--- src/rtl/swmc_pkg.sv ---
/*
 * Shared constants and types of the sleep and wake mode control block.
 * Assumes a single 200 MHz clock domain and plain-port configuration.
 */
package swmc_pkg;
	localparam int NUM_RES = 13;
	localparam int NUM_STEPS = 8;
	localparam int DLY_W = 8;
	localparam int CLK_MHZ = 200;
	localparam logic [2:0] POL_RESET = 3'h0;
	localparam logic SLEEP_MASK_RESET = 1'h1;
	localparam int SYNC_STAGES = 3;

	typedef enum logic [2:0] {
		ST_OFF,
		ST_ACTIVE,
		ST_TO_SLEEP,
		ST_SLEEP,
		ST_TO_ACTIVE,
		ST_TO_OFF
	} pwr_state_t;

	typedef enum logic [1:0] {
		SEQ_NONE,
		SEQ_ACTIVE_TO_SLEEP_SEQ,
		SEQ_SLEEP_TO_ACTIVE_SEQ,
		SEQ_SLEEP_TO_OFF_SEQ
	} seq_sel_t;

	typedef struct packed {
		logic sleep_inv;
		logic ctrl_a_inv;
		logic ctrl_b_inv;
	} pin_polarity_t;

	typedef struct packed {
		logic [NUM_RES-1:0] sleep_pin;
		logic [NUM_RES-1:0] ctrl_a;
		logic [NUM_RES-1:0] ctrl_b;
	} assign_t;

	typedef struct packed {
		logic [$clog2(NUM_RES)-1:0] res;
		logic [DLY_W-1:0] delay;
	} seq_step_t;
endpackage

--- src/rtl/sleep_wake_mode_control.sv ---
/*
 * Sleep and wake state control with per-resource power mode selection.
 * Assumes the host drives the three control pins asynchronously and that
 * the stored sequence steps and assignments are static while used.
 */
`timescale 1ns/1ps
`default_nettype none
// Overview of operation
// - Accepted sleep request in ACTIVE moves to SLEEP, resources take low-power modes.
// - Sleep sequence starts only with no unmasked interrupt pending.
// - In SLEEP only an interrupt or the sleep pin can wake.
// - Wake acts only in SLEEP and starts wake-to-active or sleep-to-off.
// - Sleep pin is the only, level, active-low, maskable source; masked at reset.
// - Sleep-pin-only resources change mode only through the running sequence.
// - Direct-control resources switch mode immediately when their pin changes.
// - Unassigned resources stay in ACTIVE mode always.
// - Multiple pins: sleep only when all assigned pins are at sleep level.
// - Direct-control pins default active high.
// - Sleep pin defaults active low.
// - Each pin polarity is independently invertible.
// - Per-resource assignment bits exist for each control pin.
// - Resources on one direct pin switch together in one cycle.
// - Sleep-pin-only resources switch in stored sequence order.
// - Sequence sets the sleep state of the listed resources stepwise.
// - Stored delay is inserted between consecutive steps.
// - Resources in no sequence stay off until software enables them after it.
// - Active and sleep modes come from each resource's mode registers.
// - Off request overrides pending sleep or wake without gating.
module sleep_wake_mode_control
	import swmc_pkg::*;
#(
	parameter int N = swmc_pkg::NUM_RES,
	parameter int STEPS = swmc_pkg::NUM_STEPS
)(
	// Clock, reset and enable.
	input wire logic clk,
	input wire logic rst_n,
	input wire logic ce,
	// Control pins from the host.
	input wire logic sleep_request_pin,
	input wire logic direct_mode_ctrl_a,
	input wire logic direct_mode_ctrl_b,
	// Configuration.
	input wire swmc_pkg::pin_polarity_t pin_polarity_config,
	input wire logic sleep_unmask,
	input wire swmc_pkg::assign_t assignment,
	input wire logic [N-1:0] seq_member,
	input wire logic [N-1:0] sw_enable,
	input wire logic [N-1:0] active_mode_cfg,
	input wire logic [N-1:0] sleep_mode_cfg,
	input wire swmc_pkg::seq_step_t [STEPS-1:0] sleep_steps,
	input wire logic [$clog2(STEPS+1)-1:0] sleep_step_count,
	// Events.
	input wire logic power_on,
	input wire logic off_request,
	input wire logic irq_pending,
	input wire logic wake_to_off,
	// Status and resource control.
	output logic [N-1:0] res_enable,
	output logic [N-1:0] res_mode,
	output logic [N-1:0] res_asleep,
	output swmc_pkg::pwr_state_t pwr_state,
	output logic seq_busy
);
	import swmc_pkg::*;

	logic [SYNC_STAGES-1:0] sync_s;
	logic [SYNC_STAGES-1:0] sync_a;
	logic [SYNC_STAGES-1:0] sync_b;
	logic lvl_s;
	logic lvl_a;
	logic lvl_b;
	logic sleep_lvl;
	logic a_sleep;
	logic b_sleep;
	logic [N-1:0] want_sleep;
	logic [N-1:0] seq_sleep;
	logic [N-1:0] direct_only;
	logic [N-1:0] sleep_pin_res;
	logic [$clog2(STEPS+1)-1:0] step;
	logic [DLY_W-1:0] wait_cnt;
	logic seq_done;
	logic sleep_req;
	logic sleep_unmasked;
	logic [N-1:0] next_asleep;

	// Three-stage synchronisers; a level counts once stages two and three agree.
	always_ff @(posedge clk or negedge rst_n)
	begin
		if (!rst_n)
		begin
			sync_s <= '1;
			sync_a <= '1;
			sync_b <= '1;
		end
		else if (ce)
		begin
			sync_s <= {sync_s[SYNC_STAGES-2:0], sleep_request_pin};
			sync_a <= {sync_a[SYNC_STAGES-2:0], direct_mode_ctrl_a};
			sync_b <= {sync_b[SYNC_STAGES-2:0], direct_mode_ctrl_b};
		end
	end

	always_ff @(posedge clk or negedge rst_n)
	begin
		if (!rst_n)
		begin
			lvl_s <= 1'h1;
			lvl_a <= 1'h1;
			lvl_b <= 1'h1;
		end
		else if (ce)
		begin
			if (sync_s[1] == sync_s[2])
				lvl_s <= sync_s[2];
			if (sync_a[1] == sync_a[2])
				lvl_a <= sync_a[2];
			if (sync_b[1] == sync_b[2])
				lvl_b <= sync_b[2];
		end
	end

	// The sleep pin comes out of reset masked until software unmasks it.
	always_ff @(posedge clk or negedge rst_n)
	begin
		if (!rst_n)
			sleep_unmasked <= ~SLEEP_MASK_RESET;
		else if (ce)
			sleep_unmasked <= sleep_unmask;
	end

	// Sleep levels: sleep pin active low, direct pins active high by default.
	assign sleep_lvl = lvl_s ^ pin_polarity_config.sleep_inv;
	assign a_sleep = ~(lvl_a ^ pin_polarity_config.ctrl_a_inv);
	assign b_sleep = ~(lvl_b ^ pin_polarity_config.ctrl_b_inv);
	assign sleep_req = ~sleep_lvl & sleep_unmasked;

	assign sleep_pin_res = assignment.sleep_pin;
	assign direct_only = (assignment.ctrl_a | assignment.ctrl_b) &
		~assignment.sleep_pin;

	// A resource sleeps only when every assigned pin is at its sleep level.
	always_comb
	begin
		want_sleep = '0;
		for (int i = 0; i < N; i++)
		begin
			if (assignment.sleep_pin[i] | assignment.ctrl_a[i] |
				assignment.ctrl_b[i])
				want_sleep[i] = (~assignment.ctrl_a[i] | a_sleep) &
					(~assignment.ctrl_b[i] | b_sleep) &
					(~assignment.sleep_pin[i] | seq_sleep[i]);
		end
	end

	assign seq_done = (step >= sleep_step_count) && (wait_cnt == '0);

	// Power state machine.
	always_ff @(posedge clk or negedge rst_n)
	begin
		if (!rst_n)
			pwr_state <= ST_OFF;
		else if (ce)
		begin
			if (off_request && pwr_state != ST_OFF)
				pwr_state <= ST_OFF;
			else
			begin
				unique case (pwr_state)
					ST_OFF:
						if (power_on)
							pwr_state <= ST_ACTIVE;
					ST_ACTIVE:
						if (sleep_req && !irq_pending)
							pwr_state <= ST_TO_SLEEP;
					ST_TO_SLEEP:
						if (seq_done)
							pwr_state <= ST_SLEEP;
					ST_SLEEP:
						if (irq_pending || !sleep_req)
							pwr_state <= wake_to_off ? ST_TO_OFF : ST_TO_ACTIVE;
					ST_TO_ACTIVE:
						if (seq_done)
							pwr_state <= ST_ACTIVE;
					ST_TO_OFF:
						if (seq_done)
							pwr_state <= ST_OFF;
				endcase
			end
		end
	end

	// Step walker: one resource per step, stored delay between steps.
	always_ff @(posedge clk or negedge rst_n)
	begin
		if (!rst_n)
		begin
			step <= '0;
			wait_cnt <= '0;
			seq_sleep <= '0;
		end
		else if (ce)
		begin
			if (pwr_state == ST_ACTIVE || pwr_state == ST_SLEEP ||
				pwr_state == ST_OFF)
			begin
				step <= '0;
				wait_cnt <= '0;
				if (pwr_state == ST_OFF)
					seq_sleep <= '0;
			end
			else if (wait_cnt != '0)
				wait_cnt <= wait_cnt - 1'b1;
			else if (step < sleep_step_count)
			begin
				seq_sleep[sleep_steps[step].res] <=
					(pwr_state == ST_TO_SLEEP);
				wait_cnt <= sleep_steps[step].delay;
				step <= step + 1'b1;
			end
		end
	end

	assign next_asleep = want_sleep & (sleep_pin_res | direct_only);

	// Resource outputs; direct pins update all their resources at once.
	always_ff @(posedge clk or negedge rst_n)
	begin
		if (!rst_n)
		begin
			res_asleep <= '0;
			res_mode <= '0;
			res_enable <= '0;
			seq_busy <= 1'h0;
		end
		else if (ce)
		begin
			res_asleep <= next_asleep;
			for (int i = 0; i < N; i++)
				res_mode[i] <= next_asleep[i] ? sleep_mode_cfg[i] :
					active_mode_cfg[i];
			if (pwr_state == ST_OFF)
				res_enable <= '0;
			else
				res_enable <= seq_member | (sw_enable & {N{~seq_busy}});
			seq_busy <= pwr_state == ST_TO_SLEEP ||
				pwr_state == ST_TO_ACTIVE || pwr_state == ST_TO_OFF;
		end
	end

	a_off_wins: assert property (@(posedge clk) disable iff (!rst_n)
		(ce && off_request && pwr_state != ST_OFF) |=> pwr_state == ST_OFF)
		else $error("off request did not force OFF");
	a_irq_blocks: assert property (@(posedge clk) disable iff (!rst_n)
		(ce && pwr_state == ST_ACTIVE && irq_pending && !off_request)
		|=> pwr_state == ST_ACTIVE)
		else $error("sleep started with pending interrupt");
	a_enter_sleep: assert property (@(posedge clk) disable iff (!rst_n)
		(ce && pwr_state == ST_ACTIVE && sleep_req && !irq_pending &&
		!off_request) |=> pwr_state == ST_TO_SLEEP)
		else $error("accepted sleep request not started");
	a_sleep_hold: assert property (@(posedge clk) disable iff (!rst_n)
		(ce && pwr_state == ST_SLEEP && !irq_pending && sleep_req &&
		!off_request) |=> pwr_state == ST_SLEEP)
		else $error("sleep left without wake source");
	a_wake_path: assert property (@(posedge clk) disable iff (!rst_n)
		(pwr_state == ST_TO_ACTIVE) |-> $past(pwr_state) inside
		{ST_SLEEP, ST_TO_ACTIVE})
		else $error("wake sequence outside sleep");
	a_unassigned: assert property (@(posedge clk) disable iff (!rst_n)
		(~(assignment.sleep_pin | assignment.ctrl_a | assignment.ctrl_b)
		& next_asleep) == '0)
		else $error("unassigned resource asleep");
	a_mode_sel: assert property (@(posedge clk) disable iff (!rst_n)
		ce ##1 (res_asleep == $past(next_asleep)) |->
		res_mode == ((res_asleep & $past(sleep_mode_cfg)) |
		(~res_asleep & $past(active_mode_cfg))))
		else $error("resource mode not from mode config");
	a_mask_reset: assert property (@(posedge clk) disable iff (!rst_n)
		(ce && !sleep_unmask) |=> !sleep_req)
		else $error("masked sleep pin requested sleep");
	a_off_clear: assert property (@(posedge clk) disable iff (!rst_n)
		(ce && pwr_state == ST_OFF) |=> res_enable == '0)
		else $error("resources enabled in OFF");
	a_busy_flag: assert property (@(posedge clk) disable iff (!rst_n)
		(ce && pwr_state == ST_TO_SLEEP) |=> seq_busy)
		else $error("sequence running without busy flag");
	a_direct_now: assert property (@(posedge clk) disable iff (!rst_n)
		ce |=> (((res_asleep ^ {N{$past(a_sleep)}}) &
		$past(assignment.ctrl_a & ~assignment.ctrl_b &
		~assignment.sleep_pin)) == '0))
		else $error("direct resources did not follow their pin");
	a_step_gap: assert property (@(posedge clk) disable iff (!rst_n)
		(ce && wait_cnt != '0 && pwr_state inside
		{ST_TO_SLEEP, ST_TO_ACTIVE, ST_TO_OFF}) |=> step == $past(step))
		else $error("step advanced during inter-step delay");
	a_wake_off: assert property (@(posedge clk) disable iff (!rst_n)
		(pwr_state == ST_TO_OFF) |-> $past(pwr_state) inside
		{ST_SLEEP, ST_TO_OFF})
		else $error("off sequence outside sleep");
endmodule
`default_nettype wire

--- config.mk ---
export PLATFORM = sky130hd
export DESIGN_NAME = sleep_wake_mode_control
export DESIGN_NICKNAME = d
export VERILOG_FILES = /design/src/rtl/swmc_pkg.sv /design/src/rtl/sleep_wake_mode_control.sv
export SDC_FILE = /design/constraint.sdc
export NUM_CORES = 1
export LEC_CHECK = 0
export ABC_AREA = 1
export BUFFER_PORTS_ARGS = -buffer_cell sky130_fd_sc_hd__buf_2
export CORE_AREA = 2 2 99 124
export CTS_CLUSTER_DIAMETER = 50
export DETAILED_ROUTE_END_ITERATION = 7
export DIE_AREA = 0 0 101 126
export GPL_TIMING_DRIVEN = 0
export PLACE_DENSITY = 0.8
export SKIP_LAST_GASP = 1
export SLEW_MARGIN = 20
export SYNTH_ARGS = -nofsm -noshare
export SYNTH_HDL_FRONTEND = slang
export SYNTH_SLANG_ARGS = --single-unit
--- constraint.sdc ---
create_clock -name clk -period 5.1 [get_ports clk]
set_clock_uncertainty 0.15 [all_clocks]
set_input_delay 1.02 -clock clk [delete_from_list [all_inputs] [get_ports clk]]
set_output_delay 1.02 -clock clk [all_outputs]
set_load 0.005 [all_outputs]
==> results.cfg, run 1 <==
[die]
start_util_pct = 46.94
die_w_um = 101
die_height_um = 126
num_rows = 44
fp.coreArea_um2 = 11560
ios = 248
die_area_um2 = 12730

[finish]
fill_cells = 1127
syn_to_final_growth_pct = 32.35
final_cell_area_um2 = 7182
stdcell_count = 1211
final_core_util_pct = 62.12
drive_above_1_share_pct = 29.85
nets = 1278

[synthesis]
synth_edf_count = 0
ys_warn_count = 0
synth_top_area_share_pct = 31.82
ys_top_cells_by_area = dfrtp_1 (32%), nand2_1 (19%), nand3_1 (6.9%)
yosysSeqAreaShare_pct = 37.63
synth_top_area_cell = dfrtp_1
syn_avg_cell_area_um2 = 6.716
syn-num-nets = 1019
synth-seq-cells = 81
synth_cells = 808
synth_cell_types = 36
ys.flop_type = dfrtp_1
mappedNetlistArea_um2 = 5426
async_flop_share_pct = 100.0

[global_routing]
busiest_layer = met2
use_met2_pct = 46.16
use_met3_pct = 5.549
grt_start_max_net_pins = 50
grt_first_pass_wirelength_mm = 27.05
antenna_found_initial = 2
grt_pass1_vias = 5758
grtUsageTotal_pct = 26.81
overflow = 0
grt_util_met1_pct = 32.50

[worst_setup_path]
path_class = in2reg
cp.buffers_inverters = 2
slowest_delay_ns = 0.58
cp_common_cell = a21oi_1
end_kind = flip-flop
path_max_fanout = 10
crit_family = buffers and inverters
cp-start-kind = input pin
path_cells = buf_2 > xor2_1 > clkbuf_1 > nand2_1 > nand3_1 > a21oi_1 > a21oi_1
crit_arrival_ns = 2.70
cp_slowest_cell = clkbuf_1
crit_required_ns = 5.21

[clock_tree]
cts_root_buf = clkbuf_16
clk_pin_slew_worst_paths_ns = 0.06
cts.path.max_buffers = 2
cts_resized = 0
htreeDepth = 3
worst_skew_pair.late_latency_ns = 0.33
cts.sinks = 81
post_cts_buffers = 0
hold_buffers = 0
cts_tree = built
cts_buffers = 9

[power]
pwr-share-comb_pct = 49.4
p_int_uw = 1853
power_density_nw_per_um2 = 448.6
fin_total_pwr_uw = 3222
clock_power_share_pct = 21.6
ir_drop_uv = 187.6
p_seq_share_pct = 29.0
leakagePower_uw = 0.003838
sw_frac_of_total_pct = 42.50
p_switching_uw = 1369

[sta]
slew_violations = 0
finalCritPeriodShare_pct = 50.90
setup-violations-final = 0
finalHoldViolations = 0
rsz0062_at_grt = no
tns_ns = 0
slew_headroom_pct = 54.46
min_period_ns = 2.596
tightest_slew_ns = 0.6831
fmax_mhz = 385.2

[worst_hold_path]
hold_path_class = reg2reg

[routing]
wl_per_cell_um = 14.12
first_pass_iters = 5
drc = 0
via_count = 6235
drt_iter0_drc = 316
finalWirelength_mm = 17.10
via_per_inst = 5.149
drt.antenna.violating_nets = 0

[placement]
placed_area_um2 = 6858
dp_hpwl_mm = 13.73
gp_congestion = 0.8738
numPortBuffers = 247
placed_cells = 1194

[run_status]
outcome = complete, no violations

[job]
cap_violations = 0
cells in the final DEF (no fill, tap or decap), drive strengths merged, types with 6 or more instances in the layout:
master,instances
a21oi,73
inv,79
nand4,14
dfrtp,69
o21ai,69
nand3,76
ha,6
buf,269
dfstp,12
nor2,58
clkbuf,27
nor3,21
nand2,272
synth_stat cells, types with 2 or more instances:
master	count
xor2_1	5
nor2_1	44
nor3_1	19
ha_1	6
clkbuf_1	16
nor2_2	6
nor2_4	8
o21ai_1	5
nand2_1	270
dfstp_2	12
nand3b_1	2
inv_2	3
buf_4	4
o211ai_1	5
nand4_1	14
buf_2	12
buf_6	4
xnor2_1	3
a21oi_1	73
o22ai_1	4
nand3_1	75
inv_1	74
o21ai_0	63
dfrtp_1	69
final timing paths:
| path | startpoint | to | slack [ns] | cells after the start |
|---|---|---|---|---|
| max in group asynchronous | rst_n | lvl_b | 3.55 | 2 |
| min reg2reg | sync_b[0] | sync_b[0] | 0.31 | 2 |
| max reg2reg | step[0] | seq_sleep[5] | 2.71 | 13 |
| min in group asynchronous | rst_n | res_mode[1] | 0.56 | 1 |
| min | sync_b[0] | sync_b[0] | 0.31 | 2 |
| max | pin_polarity_config[0] | res_mode[8] | 2.50 | 7 |
power by group through the flow:
stage | Clock, uW | Sequential (uW) | Combinational, uW
CTS | 709 | 932 | 1590
global route | 732 | 954 | 1810
detailed placement | 0 | 941 | 1590
floorplan | 0 | 933 | 1100
finish | 696 | 934 | 1590
global placement | 0 | 936 | 1570
worst min-delay path: cells and delay by family, from the launching register on:
kind,cells,cell delay (ns)
flops,1,0.36
simple gates,2,0.10
state kept, by name (all words and copies together), names as in the netlist, 4 cells and up:
signal	count
res_asleep	13
res_enable	13
res_mode	13
seq_sleep	13
step	4
wait_cnt	8
per-stage QoR:
step	hold slack (ns)	setup slack (ns)
floorplan	0.2912	2.544
global placement	0.3047	2.210
detailed placement	0.3071	2.141
CTS	0.3162	2.480
global route	0.3421	2.393
finish	0.3131	2.504
cell families after synthesis:
group	share of synthesized area, %
and+or+nand+nor	35.85
buffers and inverters	9.108
AOI/OAI and AO/OA	14.73
adders and majority gates	1.383
xor gates and xnor gates	1.291
DFF	37.63
routing by layer:
metal | part of all wire (%) | up-vias
met5 | 0.088 | -
met4 | 3.0 | 2
met3 | 9.0 | 40
met2 | 48 | 290
met1 | 40 | 2748
li1 | - | 3155
area by class of cell:
| cell class | count | area, um2 | area share (%) |
|---|---|---|---|
| antenna | 1 | 2.502 | 0.03484 |
| buffer | 37 | 198.9 | 2.770 |
| clock buffer | 11 | 242.7 | 3.380 |
| clock inverter | 5 | 78.83 | 1.098 |
| inverter | 78 | 295.3 | 4.111 |
| multi-input combinational | 612 | 2890 | 40.24 |
| sequential | 81 | 2042 | 28.43 |
| tap | 138 | 172.7 | 2.404 |
| timing repair buffer | 248 | 1259 | 17.53 |
(Power assumes the default switching activity.)
==> run 2: changes to the inputs <==
--- a/config.mk
+++ b/config.mk
@@ -5,14 +5,14 @@
 export SDC_FILE = /design/constraint.sdc
 export NUM_CORES = 1
 export LEC_CHECK = 0
-export ABC_AREA = 1
+export ABC_AREA = 0
 export BUFFER_PORTS_ARGS = -buffer_cell sky130_fd_sc_hd__buf_2
-export CORE_AREA = 2 2 99 124
+export CORE_AREA = 2 2 101 128
 export CTS_CLUSTER_DIAMETER = 50
 export DETAILED_ROUTE_END_ITERATION = 7
-export DIE_AREA = 0 0 101 126
+export DIE_AREA = 0 0 103 130
 export GPL_TIMING_DRIVEN = 0
-export PLACE_DENSITY = 0.8
+export PLACE_DENSITY = 0.76
 export SKIP_LAST_GASP = 1
 export SLEW_MARGIN = 20
 export SYNTH_ARGS = -nofsm -noshare
==> constraint.sdc (replaced) <==
create_clock -name clk -period 2.1 [get_ports clk]
set_clock_uncertainty 0.15 [all_clocks]
set_input_delay 0.42 -clock clk [delete_from_list [all_inputs] [get_ports clk]]
set_output_delay 0.42 -clock clk [all_outputs]
set_load 0.005 [all_outputs]
==> run 2 against run 1 <==
Against the previous run:
- the run now ends with setup timing left
- clock power up 140%
- clock-buffer cell count down 2
- die area up 5.2%
- critical path depth unchanged
- design area up 2.4%
- worst setup slack worse by 2.8 ns
- cell count down 21%
- sequential cell count unchanged
- hold slack worse by 0.15 ns
- non-clock buffer count up 16
- core utilization down 2.4 points
- sequential power up 140%
==> results.cfg, run 2 <==
[routing]
drt.antenna.violating_nets = 0
via_per_inst = 5.353
drc = 0
wl_per_cell_um = 16.69
via_count = 5128
met1_length_mm = 6.147
wl_met3_mm = 1.047
drt_iter0_drc = 249
finalWirelength_mm = 15.99
highest_layer = met4
first_pass_iters = 4
route.met2.wl_mm = 8.433

[synthesis]
synth_compound_area_share_pct = 20.45
synth_xor_area_share_pct = 0.6967
muxShareOfSynthArea_pct = 17.52
synth-seq-cells = 81
synth_edf_count = 0
ys_top_cells_by_area = dfrtp_1 (34%), mux4_2 (11%), dfstp_2 (6.3%)
synth_common_cells = dfrtp_1 (69), o21ai_0 (56), nand2_1 (34), a21oi_1 (31), nor2_1 (31)
yosysMostFrequentCell = dfrtp_1
async_flop_share_pct = 100.0
syn_avg_cell_area_um2 = 9.997
synth_top_area_share_pct = 34.34
synthAdderAreaFrac_pct = 1.493
synth_cell_types = 53
syn-num-nets = 714
ys.flop_type = dfrtp_1
mappedNetlistArea_um2 = 5029
synth_top_family_by_area = compound AO/OA/AOI/OAI gates
synth_cells = 503
yosysSeqAreaShare_pct = 40.61
synth_top_area_cell = dfrtp_1
yosys.area_share.simple_pct = 14.46
ys_warn_count = 0

[clock_tree]
htreeDepth = 3
cts.path.max_buffers = 2
cts_root_buf = clkbuf_16
cts.sinks = 81
clk_pin_slew_worst_paths_ns = 0.06
worst_skew_pair.late_latency_ns = 0.34
cts_buffers = 9
cts_tree = built

[power]
fin_total_pwr_uw = 7236
leakagePower_uw = 0.003530
power_density_nw_per_um2 = 983.9
ir_drop_uv = 614.0

[placement]
dp_hpwl_mm = 12.46
numPortBuffers = 246
placed_area_um2 = 6593
gp_congestion = 0.8618

[worst_setup_path]
cp_slowest_cell = mux4_2
path_class = reg2reg
cp.buffers_inverters = 2
crit_arrival_ns = 2.46
slowest_delay_ns = 0.49
crit_family = multiplexers
crit_required_ns = 2.17
cp-start-kind = flip-flop
path_cells = buf_8 > buf_4 > mux4_2 > mux2_4 > nor2b_4 > and3_4 > a221o_1
end_kind = flip-flop
path_max_fanout = 5

[finish]
final_cell_area_um2 = 7355
final_common_cell = buf_2
nets = 996
layout_common_cells = buf_2 (246), dfrtp_1 (69), o21ai_0 (41), nand2_1 (32), nor2_1 (29)
diodes = 0
drive_above_1_share_pct = 49.49
final_core_util_pct = 59.71
syn_to_final_growth_pct = 46.26

[job]
cap_violations = 0

[run_status]
failed_checks = setup timing
outcome = finished, violations left

[sta]
fmax_mhz = 418.4
min_period_ns = 2.390
finalCritPeriodShare_pct = 113.8
finalHoldViolations = 0
setup-violations-final = 24
slew_headroom_pct = 46.08
slew_violations = 0
setup_slack_ns = -0.2901
rsz0062_at_grt = yes
tightest_slew_ns = 0.7987

[global_routing]
overflow = 0
grt_start_max_net_pins = 45
antenna_found_initial = 0
grt_first_pass_wirelength_mm = 23.58
grtUsageTotal_pct = 23.08
grt_pass1_vias = 4893

[die]
die_area_um2 = 13390
start_util_pct = 40.83
ios = 248
num_rows = 46
die_w_um = 103
fp.coreArea_um2 = 12320
die_height_um = 130

[worst_hold_path]
hold_path_class = in2reg
==> run 2: changes by cell type in the layout (fill, tap and decap cells not counted), moves of 18 or more <==
cell | previous run | this run
nand2_1 | 270 | 32
nand3_1 | 75 | 3
inv_1 | 74 | 28
a21oi_1 | 73 | 28
mux4_2 | 0 | 24
o21ai_0 | 63 | 41
nor2b_1 | 0 | 18
==> run 2: final timing paths <==
kind	slack (ns)	end	depth (start not counted)	start
max in group asynchronous	0.66	lvl_a	3	rst_n
worst max register to register	-0.29	seq_sleep[11]	7	step[0]
min in group asynchronous	0.46	res_mode[4]	2	rst_n
worst max-delay path	-0.29	seq_sleep[11]	7	step[0]
worst min register to register	0.33	res_asleep[6]	2	res_asleep[6]
worst min-delay path	0.16	sleep_unmasked	2	sleep_unmask
==> run 2: where the power goes <==
part | total, uW | internal, uW | switching (uW)
Combinational | 3350 | 1580 | 1770
Clock | 1680 | 1040 | 644
Sequential | 2200 | 1920 | 279
Total | 7240 | 4540 | 2690
==> run 2: per-stage QoR <==
step,hold WS [ns],setup slack (ns),TNS (ns),instances
after floorplan,-0.02559,-0.2016,-2.272,503
after global placement,0.3124,-0.5543,-28.73,917
after detailed placement,0.2745,-0.5896,-18.37,918
after CTS,0.1517,-0.3152,-5.247,948
after global routing,0.1637,-0.3575,-7.014,958
final,0.1609,-0.2901,-4.794,958
==> run 2: timing repair <==
action / 4_1_cts / 5_1_grt
setup buffers: 13 / 10
pin swaps: 13 / 8
hold endpoints to repair: 37 / 0
hold buffers: 1 / 0
gates cloned: 0 / 1
setup endpoints to repair: 47 / 51
gates resized for setup: 36 / 37
==> run 2: cell type report <==
cell class	count	area [um2]
sequential	81	2042
clock buffer	9	225.2
clock inverter	7	93.84
inverter	29	113.9
multi-input combinational	363	2999
buffer	30	197.7
tap	168	210.2
timing repair buffer	271	1473
fill	1099	4962
==> run 2: metal layers <==
layer / up-vias / GRT usage (%)
met5: - / 0
met4: 0 / 8.591
met3: 26 / 4.178
met2: 222 / 41.83
met1: 2429 / 26.88
li1: 2451 / -
==> run 2: kinds of logic (layout without fill, tap and decap cells) <==
| group | Yosys count | in the layout |
|---|---|---|
| simple gates | 139 | 139 |
| compound gates | 159 | 159 |
| buf+inv | 59 | 346 |
| flops | 81 | 81 |
| mux | 55 | 55 |
| fa+ha+maj | 6 | 6 |
| xor+xnor | 4 | 4 |
